$ cat src/design/mms_pkg.sv
// mms_pkg: constants and types shared by the memory map / security block.
// assumes a 16-bit data bus, 23-bit program address, one 40 MHz clock.
package mms_pkg;
	// register port map
	localparam logic [3:0]  ADDR_MODE     = 4'h0; // processor_mode_register
	localparam logic [3:0]  ADDR_SECURITY = 4'h1; // security option select
	localparam logic [3:0]  ADDR_STATUS   = 4'h2; // decode status readback
	// processor_mode_register fields
	localparam int          PTR_MSB       = 15;
	localparam int          PTR_LSB       = 7;
	localparam int          ROMDIS_BIT    = 6;
	localparam int          OVERLAY_BIT   = 5;
	localparam int          UPPER_MAP_BIT = 3;
	localparam logic [8:0]  PTR_RESET     = 9'h1FF;
	localparam logic [5:0]  LOW_RESET     = 6'h00;
	// security encodings
	localparam logic [1:0]  SEC_NONE      = 2'h0;
	localparam logic [1:0]  SEC_RAM_ROM   = 2'h1;
	localparam logic [1:0]  SEC_ROM_ONLY  = 2'h2;
	localparam logic [15:0] SECURE_FILL   = 16'hFFFF;
	// host_port read window under ram/rom security
	localparam logic [15:0] HOST_RD_LO    = 16'h4000;
	localparam logic [15:0] HOST_RD_HI    = 16'h5FFF;
	// address map
	localparam logic [15:0] PAGE0_TOP     = 16'h007F;
	localparam logic [15:0] LOWER_RAM_TOP = 16'h7FFF;
	localparam logic [15:0] ROM_BASE      = 16'hC000;
	localparam logic [6:0]  DUAL_XPAGE    = 7'h01;
	localparam logic [6:0]  SINGLE_XPAGE0 = 7'h02;
	localparam logic [6:0]  SINGLE_XPAGE1 = 7'h03;
	localparam logic [15:0] UPPER_HALF    = 16'h8000;

	// memory region targets
	typedef enum logic [2:0] {
		MMS_EXT, MMS_DUAL, MMS_SINGLE, MMS_ROM, MMS_PAGE0
	} mms_region_t;
endpackage : mms_pkg

$ cat src/design/mms_memory_map_security.sv
// mms_memory_map_security: address decode, rom read filter, host port
// filter, vector address generation and the processor mode register.
// assumes core buses synchronous to clk; memories answer outside this block.
// design notes
// every output is registered: each answer trails its inputs by one edge.
// the core holds address and strobes for one cycle; nothing is queued here.
// the memories live outside this block; it only steers and filters.
// one clock, one synchronous active-low reset; no second domain anywhere.
//
// register port
// a write lands at the edge that sees the write strobe.
// a read is answered in the cycle after the read strobe, zero otherwise.
// address 0 is the mode register, 1 the latched option, 2 a status word.
// option and status are read only; writes to them are dropped silently.
// unmapped addresses read as zero so software can probe safely.
//
// mode register layout
// bits 15..7 vector page, bit 6 rom removal, bits 5..0 plain storage.
// of bits 5..0 only bits 5 and 3 steer the decode; the rest are kept for software.
// the reset instruction clears bits 5..0 and nothing else.
// a write in the same cycle as the reset instruction wins over it.
//
// option latching
// the security option and the mode pin are caught while reset is held.
// the option never moves afterwards, so a glitch on the strap is harmless.
// code 3 on the option strap is treated as no security at all.
// under ram/rom security the rom bit starts at zero whatever the pin says.
// software may still set the rom bit later; the option does not lock it.
//
// program decode
// the seven upper address bits choose the extended page.
// page 1 upper half is dual ram 4..7; pages 2 and 3 upper halves single ram.
// rom answers the top quarter of any page but 1..3 when the rom bit is clear.
// overlay maps the lower dual ram into program space, page 0 excepted.
// anything else goes to the external bus.
// a branch into rom is never refused: fetch decode ignores security.
//
// data decode
// addresses up to 7Fh are the core's own page 0, outside this block.
// 0080h..7FFFh are dual ram blocks 0..3, always present.
// 8000h..FFFFh are dual ram 4..7 only while bit 3 is set.
// with bit 3 clear those addresses leave the chip.
// the block index is simply the top three address bits.
//
// rom read filter
// the origin of the most recent fetch is remembered in one flop.
// a data read is judged against fetches of earlier cycles only.
// the rom window is judged in the same cycle as the read it filters;
// pairing a late flag with fresh memory data would mask the wrong word.
// with bit 3 set the upper data space is ram, so the filter stands down.
// ram contents always pass untouched, whatever fetched the reader.
// limitation: code fetched from ram can still leak ram; only rom is guarded.
//
// host port filter
// writes are granted in every option.
// under ram/rom security reads are granted only in 4000h..5FFFh.
// rom-only security and no security grant every read.
// a refused read simply sees its grant low; no error is raised here.
//
// vectors
// a taken vector loads the pc one cycle later with a single pulse.
// each vector owns four words, so the number is shifted left by two.
// the page pointer supplies the upper nine bits of the address.
// a hardware reset vector ignores the pointer and uses the all-ones page.
// the pc output holds until the next vector is taken.
//
// emulation
// scan emulation is off in both security options.
// boundary scan stays usable; it drops only while reset is held.
// both are flops, so they never glitch on a strap change.
//
// trade-offs
// decode is registered to keep the core's timing path short,
// at the price of one cycle of latency on every answer.
// no arbitration: the core and the host port are judged independently.
// the status word exists for bring-up; it costs six bits of readback.
//
`timescale 1ns/1ps
`default_nettype none
module mms_memory_map_security (
	input  wire logic        clk,
	input  wire logic        rst_b,
	// register port
	input  wire logic [3:0]  reg_addr,
	input  wire logic [15:0] reg_wdata,
	input  wire logic        reg_wr,
	input  wire logic        reg_rd,
	output logic      [15:0] reg_rdata,
	// straps
	input  wire logic        rom_disable_mode_pin,
	input  wire logic [1:0]  security_option,
	input  wire logic        soft_reset,
	// program fetch decode
	input  wire logic [22:0] prog_addr,
	input  wire logic        prog_fetch,
	output logic      [2:0]  prog_region,
	output logic      [2:0]  prog_block,
	output logic             fetch_from_rom,
	// data read decode and filter
	input  wire logic [15:0] data_addr,
	input  wire logic        data_rd,
	input  wire logic [15:0] data_mem_rdata,
	output logic      [2:0]  data_region,
	output logic      [2:0]  data_block,
	output logic             data_external,
	output logic      [15:0] data_rdata,
	// host_port access filter
	input  wire logic [15:0] host_addr,
	input  wire logic        host_rd,
	input  wire logic        host_wr,
	output logic             host_rd_grant,
	output logic             host_wr_grant,
	// vector generation
	input  wire logic        vector_take,
	input  wire logic [4:0]  vector_num,
	input  wire logic        vector_is_hw_reset,
	output logic      [15:0] vector_pc,
	output logic             vector_load,
	// emulation control
	output logic             scan_emu_enable,
	output logic             boundary_scan_enable
);
	////////////////////////////////////////////////////////////////////////
	// state record
	typedef struct packed {
		logic [8:0]  vec_ptr;
		logic        rom_dis;
		logic [5:0]  low_bits;
		logic [1:0]  sec;
		logic        bscan;
		logic        rom_fetch_src;
		logic [15:0] rdata;
		logic [2:0]  p_region;
		logic [2:0]  p_block;
		logic        fetch_rom;
		logic [2:0]  d_region;
		logic [2:0]  d_block;
		logic        d_ext;
		logic        d_rom_read;
		logic [15:0] d_rdata;
		logic        h_rd;
		logic        h_wr;
		logic [15:0] v_pc;
		logic        v_load;
		logic        emu_en;
	} mms_state_t;

	mms_state_t st;
	mms_state_t next_st;

	////////////////////////////////////////////////////////////////////////
	// decode helpers

	// secured under either option
	function automatic logic mms_secure(input logic [1:0] s);
		mms_secure = (s == mms_pkg::SEC_RAM_ROM) || (s == mms_pkg::SEC_ROM_ONLY);
	endfunction : mms_secure

	// data space decode; block index is the top three address bits
	function automatic mms_pkg::mms_region_t mms_data_dec(
		input logic [15:0] a,
		input logic        upper_map
	);
		if (a <= mms_pkg::PAGE0_TOP) begin
			mms_data_dec = mms_pkg::MMS_PAGE0;
		end else if (a <= mms_pkg::LOWER_RAM_TOP) begin
			mms_data_dec = mms_pkg::MMS_DUAL;
		end else if (upper_map) begin
			mms_data_dec = mms_pkg::MMS_DUAL;
		end else begin
			mms_data_dec = mms_pkg::MMS_EXT;
		end
	endfunction : mms_data_dec

	// program space decode over the 23-bit address
	function automatic mms_pkg::mms_region_t mms_prog_dec(
		input logic [22:0] a,
		input logic        overlay,
		input logic        rom_disabled
	);
		logic [6:0]  pg;
		logic [15:0] off;
		pg  = a[22:16];
		off = a[15:0];
		if (pg == mms_pkg::DUAL_XPAGE && off >= mms_pkg::UPPER_HALF) begin
			mms_prog_dec = mms_pkg::MMS_DUAL;
		end else if ((pg == mms_pkg::SINGLE_XPAGE0 || pg == mms_pkg::SINGLE_XPAGE1)
				&& off >= mms_pkg::UPPER_HALF) begin
			mms_prog_dec = mms_pkg::MMS_SINGLE;
		end else if (!rom_disabled && off >= mms_pkg::ROM_BASE) begin
			mms_prog_dec = mms_pkg::MMS_ROM;
		end else if (overlay && off > mms_pkg::PAGE0_TOP && off <= mms_pkg::LOWER_RAM_TOP) begin
			mms_prog_dec = mms_pkg::MMS_DUAL;
		end else begin
			mms_prog_dec = mms_pkg::MMS_EXT;
		end
	endfunction : mms_prog_dec

	// single ram block: page 3 holds blocks 4..7, page 2 blocks 0..3
	function automatic logic [2:0] mms_prog_block(input logic [22:0] a);
		if (a[22:16] == mms_pkg::SINGLE_XPAGE1) begin
			mms_prog_block = {1'b1, a[14:13]};
		end else if (a[22:16] == mms_pkg::SINGLE_XPAGE0) begin
			mms_prog_block = {1'b0, a[14:13]};
		end else begin
			mms_prog_block = a[15:13];
		end
	endfunction : mms_prog_block

	////////////////////////////////////////////////////////////////////////
	// next-state logic
	always_comb begin
		mms_pkg::mms_region_t pr;
		mms_pkg::mms_region_t dr;
		logic                 sec_on;
		logic                 rom_rd;
		pr      = mms_pkg::MMS_EXT;
		rom_rd  = 1'b0;
		dr      = mms_pkg::MMS_EXT;
		next_st = st;
		sec_on  = mms_secure(st.sec);

		if (!rst_b) begin
			// pin and option caught while reset is held
			next_st.vec_ptr       = mms_pkg::PTR_RESET;
			next_st.low_bits      = mms_pkg::LOW_RESET;
			next_st.sec           = security_option;
			next_st.bscan         = 1'b0;
			next_st.rom_fetch_src = 1'b0;
			next_st.rdata         = 16'h0000;
			next_st.p_region      = 3'h0;
			next_st.p_block       = 3'h0;
			next_st.fetch_rom     = 1'b0;
			next_st.d_region      = 3'h0;
			next_st.d_block       = 3'h0;
			next_st.d_ext         = 1'b0;
			next_st.d_rom_read    = 1'b0;
			next_st.d_rdata       = 16'h0000;
			next_st.h_rd          = 1'b0;
			next_st.h_wr          = 1'b0;
			next_st.v_pc          = 16'h0000;
			next_st.v_load        = 1'b0;
			next_st.emu_en        = 1'b0;
			if (security_option == mms_pkg::SEC_RAM_ROM) begin
				next_st.rom_dis = 1'b0;
			end else begin
				next_st.rom_dis = rom_disable_mode_pin;
			end
		end else begin
			next_st.bscan = 1'b1;
			// soft_reset deliberately leaves pointer and rom bit alone
			if (soft_reset) begin
				next_st.low_bits = mms_pkg::LOW_RESET;
			end

			// register write; rom bit writable in every option
			if (reg_wr && reg_addr == mms_pkg::ADDR_MODE) begin
				next_st.vec_ptr  = reg_wdata[mms_pkg::PTR_MSB:mms_pkg::PTR_LSB];
				next_st.rom_dis  = reg_wdata[mms_pkg::ROMDIS_BIT];
				next_st.low_bits = reg_wdata[5:0];
			end

			// register read, answered the cycle after
			next_st.rdata = 16'h0000;
			if (reg_rd) begin
				if (reg_addr == mms_pkg::ADDR_MODE) begin
					next_st.rdata = {st.vec_ptr, st.rom_dis, st.low_bits};
				end else if (reg_addr == mms_pkg::ADDR_SECURITY) begin
					next_st.rdata = {14'h0000, st.sec};
				end else if (reg_addr == mms_pkg::ADDR_STATUS) begin
					next_st.rdata = {10'h000, st.emu_en, st.rom_fetch_src,
						st.d_ext, st.fetch_rom, st.h_rd, st.h_wr};
				end else begin
					next_st.rdata = 16'h0000;
				end
			end

			// program decode; a branch into rom is never blocked
			pr = mms_prog_dec(prog_addr, st.low_bits[mms_pkg::OVERLAY_BIT],
				st.rom_dis);
			next_st.p_region  = pr;
			next_st.p_block   = mms_prog_block(prog_addr);
			next_st.fetch_rom = prog_fetch && (pr == mms_pkg::MMS_ROM);
			if (prog_fetch) begin
				next_st.rom_fetch_src = (pr == mms_pkg::MMS_ROM);
			end

			// data decode
			dr = mms_data_dec(data_addr, st.low_bits[mms_pkg::UPPER_MAP_BIT]);
			next_st.d_region   = dr;
			next_st.d_block    = data_addr[15:13];
			next_st.d_ext      = data_rd && (dr == mms_pkg::MMS_EXT);
			// judged now, beside the memory data that it filters
			rom_rd = data_rd && !st.rom_dis
				&& data_addr >= mms_pkg::ROM_BASE
				&& !st.low_bits[mms_pkg::UPPER_MAP_BIT];
			next_st.d_rom_read = rom_rd;

			// rom data filtered by fetch origin; ram passes untouched
			if (sec_on && rom_rd && !st.rom_fetch_src) begin
				next_st.d_rdata = mms_pkg::SECURE_FILL;
			end else begin
				next_st.d_rdata = data_mem_rdata;
			end

			// host_port filter
			next_st.h_wr = host_wr;
			if (st.sec == mms_pkg::SEC_RAM_ROM) begin
				next_st.h_rd = host_rd && host_addr >= mms_pkg::HOST_RD_LO
					&& host_addr <= mms_pkg::HOST_RD_HI;
			end else begin
				next_st.h_rd = host_rd;
			end

			// vectors: hardware reset always uses the all-ones page
			next_st.v_load = vector_take;
			if (vector_take) begin
				if (vector_is_hw_reset) begin
					next_st.v_pc = {mms_pkg::PTR_RESET, 7'h00};
				end else begin
					next_st.v_pc = {st.vec_ptr, vector_num, 2'b00};
				end
			end

			next_st.emu_en = !sec_on;
		end
	end

	////////////////////////////////////////////////////////////////////////
	// state register
	always_ff @(posedge clk) begin
		st <= next_st;
	end

	////////////////////////////////////////////////////////////////////////
	// outputs straight from flops
	assign reg_rdata            = st.rdata;
	assign prog_region          = st.p_region;
	assign prog_block           = st.p_block;
	assign fetch_from_rom       = st.fetch_rom;
	assign data_region          = st.d_region;
	assign data_block           = st.d_block;
	assign data_external        = st.d_ext;
	assign data_rdata           = st.d_rdata;
	assign host_rd_grant        = st.h_rd;
	assign host_wr_grant        = st.h_wr;
	assign vector_pc            = st.v_pc;
	assign vector_load          = st.v_load;
	assign scan_emu_enable      = st.emu_en;
	assign boundary_scan_enable = st.bscan;
endmodule : mms_memory_map_security
`default_nettype wire

$ cat config.mk
export PLATFORM = sky130hd
export DESIGN_NAME = mms_memory_map_security
export DESIGN_NICKNAME = d
export VERILOG_FILES = /design/src/design/mms_pkg.sv /design/src/design/mms_memory_map_security.sv
export SDC_FILE = /design/constraint.sdc
export NUM_CORES = 1
export LEC_CHECK = 0
export BUFFER_PORTS_ARGS = -buffer_cell sky130_fd_sc_hd__buf_2
export CORE_MARGIN = 2
export CORE_UTILIZATION = 43
export CTS_BUF_LIST = sky130_fd_sc_hd__clkbuf_16
export DETAILED_ROUTE_END_ITERATION = 16
export GPL_TIMING_DRIVEN = 0
export PLACE_DENSITY = 0.73
export SLEW_MARGIN = 20
export SYNTH_ARGS = -nofsm -noshare
export SYNTH_HDL_FRONTEND = slang
export SYNTH_SLANG_ARGS = --single-unit
$ cat constraint.sdc
create_clock -name clk -period 2.5 [get_ports clk]
set_clock_uncertainty 0.15 [all_clocks]
set_input_delay 0.625 -clock clk [delete_from_list [all_inputs] [get_ports clk]]
set_output_delay 0.625 -clock clk [all_outputs]
set_load 0.01 [all_outputs]
# After elaboration in Yosys (flattened, before gate mapping)
# Index checks and enable logic that the tools add are counted.
dict set report word_totals {
  register_bits 86
  out_inout_bits 67
  word_cells 88
}
dict set report op_classes {
  order_cmp 9
  n_eq_ne 10
  muxes 25
  n_reduce_logical 25
}
# cell n
set ops {}
lappend ops {{2-to-1 mux 16 bit} 5}
lappend ops {{2-to-1 mux 69 bit} 1}
lappend ops {{>= comparator 16 bit (second input constant)} 3}
lappend ops {{less-or-equal comparator 16 x 15 -> 1 bit (second input constant)} 3}
lappend ops {{2-to-1 mux 6 bit} 3}
lappend ops {{>= comparator 16 x 15 -> 1 bit (second input constant)} 1}
lappend ops {{> comparator 16 x 7 -> 1 bit (second input constant)} 1}
lappend ops {{less-or-equal comparator 16 x 7 -> 1 bit (second input constant)} 1}
lappend ops {{logical AND 1 bit} 15}
lappend ops {{2-to-1 mux 3 bit} 5}
lappend ops {{== test 7 x 2 -> 1 bit (second input constant)} 2}
lappend ops {{2-to-1 mux 7 bit} 2}
lappend ops {{== test 7 x 1 -> 1 bit (second input constant)} 1}
lappend ops {{2-to-1 mux 1 bit} 6}
lappend ops {{2-to-1 mux 2 bit} 3}
lappend ops {{== test 2 x 1 -> 1 bit (second input constant)} 2}
lappend ops {{== test 4 x 1 -> 1 bit (second input constant)} 1}
lappend ops {{== test 4 x 2 -> 1 bit (second input constant)} 1}
lappend ops {{zero test 1 bit} 4}
lappend ops {{zero test 4 bit} 1}
lappend ops {{== test 3 x 2 -> 1 bit (second input constant)} 1}
lappend ops {{zero test 3 bit} 1}
lappend ops {{== test 2 bit (second input constant)} 1}
lappend ops {{logical OR 1 bit} 2}
lappend ops {{other kinds (3)} 3}

# Longest topological paths before layout
# Gate-level depths: netlist of the first run.
dict set report depth {
  depth_word 11
  depth_mapped 6
  depth_no_buf 5
}

# Worst setup path after synthesis of the first run
# Ideal clock, no wire load.
dict set report synth_timing {
  path_type {reg2reg}
  from {register st[69] in the netlist's numbering}
  to {register st (netlist bit data_rdata[10])}
  setup_ns 0.058
  arrival_time_ns 1.651
  t_required_ns 2.292
  setup_slack_ns 0.640
  stages_incl_launch_ff 6
  period_less_slack_ns 1.860
  cell_sequence {edfxtp_1 ha_1 or4b_4 nor3_4 buf_6 o21a_1}
}
dict set report synth_via {
  elab_chain_cells 5
}
# item line
set synth_lines {}
lappend synth_lines {{start, declared} mms_memory_map_security.sv:148} ;# mms_state_t st;
lappend synth_lines {{start signal, assigned} mms_memory_map_security.sv:332} ;# st <= next_st;
lappend synth_lines {{== test 2 x 1 -> 1 bit or == test 2 bit (tied branches)} mms_memory_map_security.sv:156} ;# mms_secure = (s == mms_pkg::SEC_RAM_ROM) || (s == mms_pkg::SEC_ROM_ONLY);
lappend synth_lines {{logical OR 1 bit (*)} mms_memory_map_security.sv:156}
lappend synth_lines {{logical AND 1 bit (*) (2 in series)} mms_memory_map_security.sv:300} ;# if (sec_on && rom_rd && !st.rom_fetch_src) begin
lappend synth_lines {{2-to-1 mux 16 bit (*)} mms_memory_map_security.sv:300}
# Every way passes the cells marked *; elsewhere a longest branch is shown, timed or not.
# A chain may end at the register's enable or synchronous reset.

# Final worst setup path of the first run
dict set report layout_timing {
  from {register st[69] in the netlist's numbering}
  to {register st (netlist bit data_rdata[13])}
}
# The elaborated chain is that of the path after synthesis.

==> results of run 1 <==
==> per-layer routing <==
layer	global-route usage (%)	share of wire [%]	vias up	routed length, um
li1	-	-	1444	-
met1	24.2	42	1353	3430
met2	33.1	49	115	4000
met3	4.77	7.3	10	595
met4	8.21	1.4	0	112
met5	0	0	-	0
==> layout by cell type, fill, tap and decap left out, drive strengths merged, types with 2 or more instances in the layout <==
| master | n |
|---|---|
| inv | 16 |
| o21a | 16 |
| nand3b | 6 |
| edfxtp | 3 |
| o211ai | 9 |
| nand3 | 11 |
| o21ai | 12 |
| nor2b | 9 |
| or4 | 2 |
| nand4 | 2 |
| a22oi | 4 |
| o22ai | 2 |
| nand2 | 13 |
| nor2 | 24 |
| nand2b | 3 |
| conb | 4 |
| a21oi | 17 |
| and2 | 10 |
| nor4 | 5 |
| nor4b | 2 |
| nor3 | 12 |
| dfxtp | 79 |
| buf | 209 |
| a211oi | 2 |
| mux2i | 5 |
| clkinv | 3 |
| clkbuf | 23 |
==> through the flow <==
step | instance area, um^2 | hold slack, ns | util [%] | instances
2_1_floorplan | 3350 | 0.289 | - | 354
3_3_place_gp | 4200 | 0.307 | 55.2 | 600
3_5_place_dp | 4200 | 0.315 | 55.2 | 600
4_1_cts | 4510 | 0.263 | 59.3 | 616
5_1_grt | 4510 | 0.270 | 59.3 | 616
6_report | 4510 | 0.272 | 59.3 | 616
==> logic make-up (layout without fill, tap and decap cells) <==
logic type / after synthesis / count (layout) / share of synthesized area, %
compound gates: 67 / 67 / 13.0
fa+ha+maj: 1 / 1 / 0.375
buf+inv: 91 / 251 / 17.6
flops: 82 / 82 / 50.1
mux: 5 / 5 / 1.50
other cells: 1 / 4 / 0.112
simple gates: 104 / 104 / 17.4
==> critical path: stages (launching register included) <==
cell      delay [ns]
edfxtp_1        0.41
ha_1            0.36
or4b_4          0.51
nor3_4          0.31
buf_6           0.20
o21a_1          0.12
==> area by class of cell <==
cell class	count	area share [%]
Tap cell	102	2.83
Sequential cell	82	37.1
Inverter	14	1.17
Clock buffer	11	6.11
Timing Repair Buffer	144	16.0
Multi-Input combinational cell	181	24.2
Buffer	77	11.9
Clock inverter	5	0.749
==> state kept, by name (all words and copies together) (netlist names) <==
name and cells:
fetch_from_rom 1, host_rd_grant 1, data_block 3, scan_emu_enable 1, prog_block 3, reg_rdata 16, data_rdata 16, vector_pc 14
boundary_scan_enable 1, vector_load 1, data_region 2, st 19, prog_region 2, host_wr_grant 1, data_external 1
==> power groups by stage <==
stage | clock network (mW) | registers [mW] | logic, mW
after floorplan | 0 | 1.42 | 0.182
after global placement | 0 | 1.42 | 0.324
after detailed placement | 0 | 1.42 | 0.331
after CTS | 1.35 | 1.39 | 0.333
after global routing | 1.41 | 1.40 | 0.365
final | 1.32 | 1.39 | 0.330
==> path summary, 6_finish.rpt <==
check | from | endpoint | slack [ns] | depth (start not counted)
worst max-delay path | st[69] | data_rdata[13] | 0.39 | 5
worst min-delay path | rst_b | boundary_scan_enable | 0.27 | 1
worst max register to register | st[69] | data_rdata[13] | 0.39 | 5
worst min register to register | st[84] | reg_rdata[13] | 0.32 | 2
==> flow_summary.json, run 1 <==
{
  "multi_input_area_mm2": 0.00109,
  "irDropWorstVdd_uv": 313,
  "drt_iter0_markers": 104,
  "synth_area_per_cell_um2": 9.51,
  "cts_setup_buffers": 0,
  "wire_per_inst_um": 13.2,
  "synth_area_leaders": "dfxtp_1 (47%), buf_4 (14%), o21a_1 (3.6%), edfxtp_1 (2.7%), nor2_1 (2.7%)",
  "maxCapViolations": 0,
  "switching_share_pct": 23.2,
  "synthToLayoutAreaGrowth_pct": 35.0,
  "worst-endpoint-arrival_ns": 2.23,
  "root_buffer": "clkbuf_16",
  "core.rowCount": 32,
  "synthCells": 351,
  "p_per_area_mw_per_mm2": 674,
  "path_max_fanout": 10,
  "power_frac_seq_pct": 45.7,
  "worstSetupPathType": "register to register",
  "min_period_ns": 2.11,
  "synth_area_leader_cell": "dfxtp_1",
  "start_util_pct": 43.9,
  "routabilityCongestion": 0.801,
  "die_x_um": 92.1,
  "grt_pass1_vias": 2785,
  "grt_pass1_wl_um": 13200,
  "synth_warnings": 0,
  "slew_viol_final": 0,
  "cts_tree": "built",
  "core_area_mm2": 0.00761,
  "finalHoldViolations": 0,
  "fin_setup_tns_ns": 0,
  "numClockSinks": 82,
  "grt_overflow": 0,
  "finalSetupViolCount": 0,
  "p_int_mw": 2.33,
  "critPathLaunchType": "register",
  "cts_resized": 0,
  "drive_gt1_share_pct": 44.2,
  "synth_area_mm2": 0.00334,
  "seqCellArea_mm2": 0.00167,
  "ys_types": 44,
  "fmax_mhz": 474,
  "via_count": 2922,
  "fin_crit_sh_pct": 84.4,
  "dr.pass1.iters": 4,
  "drcViolationCount": 0,
  "p_leak_nw": 2.25,
  "cts_inserted_buffers": 9,
  "crit_required_ns": 2.62,
  "synth.top_cell.area_share_pct": 47.4,
  "hold_path_class": "primary input to register",
  "track_usage_pct": 19.7,
  "vias_per_cell": 4.74,
  "fin_ws_ns": 0.390,
  "ant_nets": 0,
  "yosys-top-cells-count": "dfxtp_1 (79), buf_4 (61), nor2_1 (24)",
  "die_y_um": 92.1,
  "dp_hpwl_um": 6190,
  "clock_latency_ns": 0.33,
  "htreeDepth": 3,
  "wl_um": 8140,
  "power_frac_clock_pct": 43.4,
  "p_sw_uw": 706,
  "grt_max_degree": 15,
  "worst_pin_slew_ns": 0.797,
  "status": "complete, no violations",
  "ios": 177,
  "pwr-share-comb_pct": 10.9,
  "dp_slack_ns": 0.315,
  "holdBufCountCts": 0,
  "cts.clk_slew.worst_paths_ns": 0.06,
  "cts_buffer_depth": 2,
  "fillerInstances": 724,
  "synth_ff_type": "dfxtp_1",
  "antenna_found_initial": 0,
  "io_buffers": 144,
  "antenna_cells": 0,
  "maxSlewHeadroom_pct": 46.1,
  "endpoint_kind": "register",
  "final_nets": 620,
  "power_mw": 3.04,
  "rsz0062_at_grt": "false",
  "yosysMostFrequentCell": "dfxtp_1",
  "synthArstFlopShare_pct": 0,
  "die_area_mm2": 0.00849,
  "synth_edf_count": 3,
  "ys_ff_latch": 82,
  "yosysSeqAreaShare_pct": 50.1
}
(Power assumes the default switching activity.)
==> run 2, diff against run 1 <==
- clock period: 2.5 -> 2.05 ns (I/O delays scaled with it)
==> flow_summary.json, run 2 (synthesized netlist as in run 1, its figures left out) <==
{
  "status": "complete, no violations",
  "slew_viol_final": 0,
  "cts_inserted_buffers": 9,
  "ios": 177,
  "cts_buffer_depth": 2,
  "antenna_found_initial": 0,
  "maxCapViolations": 0,
  "irDropWorstVdd_uv": 386,
  "die_area_mm2": 0.00849,
  "p_per_area_mw_per_mm2": 819,
  "path_max_fanout": 5,
  "core.rowCount": 32,
  "track_usage_pct": 19.7,
  "vias_per_cell": 4.74,
  "largest_reg_flops": 19,
  "htreeDepth": 3,
  "startpoint": "st[69]",
  "cts.clk_slew.worst_paths_ns": 0.06,
  "final_util_pct": 59.8,
  "reg2reg_from": "st[69]",
  "p_leak_nw": 2.27,
  "final_cell_mix": "buf_2 (145), dfxtp_1 (79), buf_4 (62), nor2_1 (24), a21oi_1 (17)",
  "fin_ws_ns": 0.0749,
  "final_nets": 623,
  "endpoint_kind": "register",
  "die_x_um": 92.1,
  "drt_iter0_markers": 121,
  "layout_commonest_cell": "buf_2",
  "worstSetupPathType": "register to register",
  "fin_crit_sh_pct": 96.3,
  "min_period_ns": 1.98,
  "synthToLayoutAreaGrowth_pct": 36.3,
  "antenna_cells": 0,
  "ant_nets": 0,
  "finalHoldViolations": 0,
  "grt_overflow": 0,
  "root_buffer": "clkbuf_16",
  "grt_pass1_vias": 2790,
  "hold_path_class": "primary input to register",
  "drive_gt1_share_pct": 44.9,
  "cts_tree": "built",
  "die_y_um": 92.1,
  "dr.pass1.iters": 4,
  "start_util_pct": 43.9,
  "multi_input_area_mm2": 0.00110,
  "top_register": "st",
  "hp-start": "rst_b",
  "crit_required_ns": 2.18,
  "rsz0062_at_grt": "false",
  "core_area_mm2": 0.00761,
  "dp_slack_ns": -0.0467,
  "grt_pass1_wl_um": 13200,
  "finalSetupViolCount": 0,
  "fmax_mhz": 506,
  "via_count": 2936,
  "numClockSinks": 82,
  "dp_hpwl_um": 6190,
  "maxSlewHeadroom_pct": 45.1,
  "wl_um": 8340,
  "fin_setup_tns_ns": 0,
  "critPathLaunchType": "register",
  "routabilityCongestion": 0.801,
  "drcViolationCount": 0,
  "grt_max_degree": 15,
  "wire_per_inst_um": 13.5,
  "clock_latency_ns": 0.33,
  "worst_pin_slew_ns": 0.812,
  "fillerInstances": 717,
  "seqCellArea_mm2": 0.00167,
  "worst-endpoint-arrival_ns": 2.10,
  "io_buffers": 144
}
run 2: layout make-up:
class / instances / area share [%]
Clock buffer: 11 / 6.05
Sequential cell: 82 / 36.7
Inverter: 14 / 1.15
Clock inverter: 5 / 0.742
Multi-Input combinational cell: 181 / 24.3
Tap cell: 102 / 2.80
Buffer: 77 / 11.7
Timing Repair Buffer: 147 / 16.5
run 2: metal layers:
metal / global-route usage (%) / part of all wire (%)
met1: 24.2 / 42
met2: 33.1 / 49
met3: 4.77 / 7.1
met4: 8.21 / 1.6
met5: 0 / 0
run 2: worst paths after layout:
| path | to | depth (start not counted) | slack, ns |
|---|---|---|---|
| min reg2reg | reg_rdata[13] | 2 | 0.32 |
| max | data_rdata[11] | 5 | 0.07 |
| min | boundary_scan_enable | 1 | 0.16 |
| max reg2reg | data_rdata[11] | 5 | 0.07 |
run 2: metrics by stage:
stage | hold WS, ns | instances | power (mW) | instance area, um^2
6_report | 0.161 | 619 | 3.73 | 4550
5_1_grt | 0.157 | 619 | 3.88 | 4550
4_1_cts | 0.151 | 617 | 3.74 | 4520
3_5_place_dp | 0.315 | 600 | 2.13 | 4200
3_3_place_gp | 0.307 | 600 | 2.12 | 4200
2_1_floorplan | 0.289 | 354 | 1.95 | 3350
run 2: repair_timing:
| item | 4_1_cts | 5_1_grt |
|---|---|---|
| endpoints found under the setup margin | 10 | 15 |
| pin swaps | 1 | 1 |
| hold buffers | 0 | 0 |
| gates cloned | 0 | 1 |
| setup buffers | 1 | 1 |
| resized for setup | 0 | 5 |
run 2: critical path, cell delays in order (launching register included):
cell	delay [ns]
edfxtp_1	0.43
ha_4	0.28
or4b_4	0.49
nor3_4	0.27
buf_6	0.17
o21a_1	0.12
run 2: power breakdown:
group          leakage [nW]  switching (mW)  internal, mW
registers             0.679          0.0280          1.67
logic                  1.43           0.196         0.217
clock network         0.155           0.650         0.968
total                  2.27           0.874          2.85
==> run 3, diff against run 2 <==
- HOLD_SLACK_MARGIN: not set -> 0.12
- clock period: 2.05 -> 2 ns (I/O delays scaled with it)
==> flow_summary.json, run 3 (synthesized netlist as in run 1, its figures left out) <==
{
  "finalHoldViolations": 0,
  "htreeDepth": 3,
  "cts_tree": "built",
  "cts.clk_slew.worst_paths_ns": 0.06,
  "worst_pin_slew_ns": 0.804,
  "p_per_area_mw_per_mm2": 837,
  "final_nets": 624,
  "track_usage_pct": 19.9,
  "worstSetupPathType": "register to register",
  "wl_um": 8190,
  "whs_ns": 0.148,
  "fillerInstances": 716,
  "grt_max_degree": 15,
  "power_mw": 3.81,
  "p_leak_nw": 2.27,
  "fin_ws_ns": 0.0696,
  "grt_pass1_wl_um": 13200,
  "core_area_mm2": 0.00761,
  "endpoint_kind": "register",
  "start_util_pct": 43.9,
  "dp_slack_ns": -0.0967,
  "synthToLayoutAreaGrowth_pct": 36.5,
  "path_max_fanout": 5,
  "hold_path_class": "primary input to register",
  "critPathLaunchType": "register",
  "ant_nets": 0,
  "rsz0062_at_grt": "true",
  "wire_per_inst_um": 13.2,
  "maxSlewHeadroom_pct": 45.6,
  "dp_hpwl_um": 6190,
  "crit_required_ns": 2.12,
  "drcViolationCount": 0,
  "die_y_um": 92.1,
  "irDropWorstVdd_uv": 390,
  "antenna_found_initial": 0,
  "final_cell_mix": "buf_2 (145), dfxtp_1 (79), buf_4 (63), nor2_1 (24), a21oi_1 (17)",
  "vias_per_cell": 4.72,
  "routabilityCongestion": 0.801,
  "fin_setup_tns_ns": 0,
  "clock_latency_ns": 0.33,
  "cts_buffer_depth": 2,
  "via_count": 2924,
  "root_buffer": "clkbuf_16",
  "slew_viol_final": 0,
  "largest_reg_flops": 19,
  "drt_iter0_markers": 93,
  "dr.pass1.iters": 4,
  "finalSetupViolCount": 0,
  "grt_pass1_vias": 2800,
  "antenna_cells": 0,
  "min_period_ns": 1.93,
  "status": "complete, no violations",
  "drive_gt1_share_pct": 45.0,
  "holdBufCountCts": 0,
  "die_x_um": 92.1,
  "core.rowCount": 32,
  "grt_overflow": 0,
  "die_area_mm2": 0.00849,
  "fin_crit_sh_pct": 96.5,
  "top_register": "st",
  "numClockSinks": 82,
  "io_buffers": 144,
  "maxCapViolations": 0,
  "cts_inserted_buffers": 9,
  "fmax_mhz": 518,
  "worst-endpoint-arrival_ns": 2.05,
  "layout_commonest_cell": "buf_2",
  "ios": 177
}
run 3: cell type report:
cell class	instances	area, um^2	share of cell area (%)
Tap cell	102	128	2.80
Multi-Input combinational cell	181	1100	24.2
Inverter	14	52.6	1.15
Timing Repair Buffer	148	758	16.6
Clock inverter	5	33.8	0.741
Sequential cell	82	1670	36.7
Buffer	77	534	11.7
Clock buffer	11	275	6.04
run 3: worst paths after layout:
path | start | to | slack [ns] | cells past startpoint
hold / removal | rst_b | boundary_scan_enable | 0.15 | 1
hold reg to reg | st[84] | reg_rdata[13] | 0.32 | 2
setup / recovery | st[70] | data_rdata[13] | 0.07 | 6
setup reg to reg | st[70] | data_rdata[13] | 0.07 | 6
run 3: metrics by stage:
stage / util [%] / instance area (um^2) / cells
2_1_floorplan: - / 3350 / 354
3_3_place_gp: 55.2 / 4200 / 600
6_report: 59.9 / 4560 / 620
3_5_place_dp: 55.2 / 4200 / 600
5_1_grt: 59.9 / 4560 / 620
4_1_cts: 59.9 / 4560 / 620
run 3: timing repair:
| action | 4_1_cts | 5_1_grt |
|---|---|---|
| endpoints found under the hold margin | 0 | 0 |
| resized for setup | 5 | 0 |
| pin swaps | 3 | 2 |
| cloned | 1 | 0 |
| buffers inserted | 3 | 0 |
| endpoints found under the setup margin | 10 | 15 |
run 3: routing by layer:
metal / GRT usage [%] / wire [um] / share of wire (%)
met2: 33.3 / 3990 / 49
met4: 8.21 / 117 / 1.4
met3: 4.77 / 573 / 7.0
met1: 24.5 / 3510 / 43
met5: 0 / 0 / 0
run 3: worst max-delay path: stages, from the launching register on:
cell	delay [ns]
edfxtp_1	0.38
inv_2	0.09
ha_4	0.21
or4b_4	0.49
nor3_4	0.26
buf_6	0.17
o21a_1	0.11
run 3: power breakdown:
group,switching (mW),total (mW),internal [mW]
sequential,0.0284,1.74,1.71
combinational,0.200,0.424,0.224
clock,0.658,1.65,0.992
total,0.886,3.81,2.93
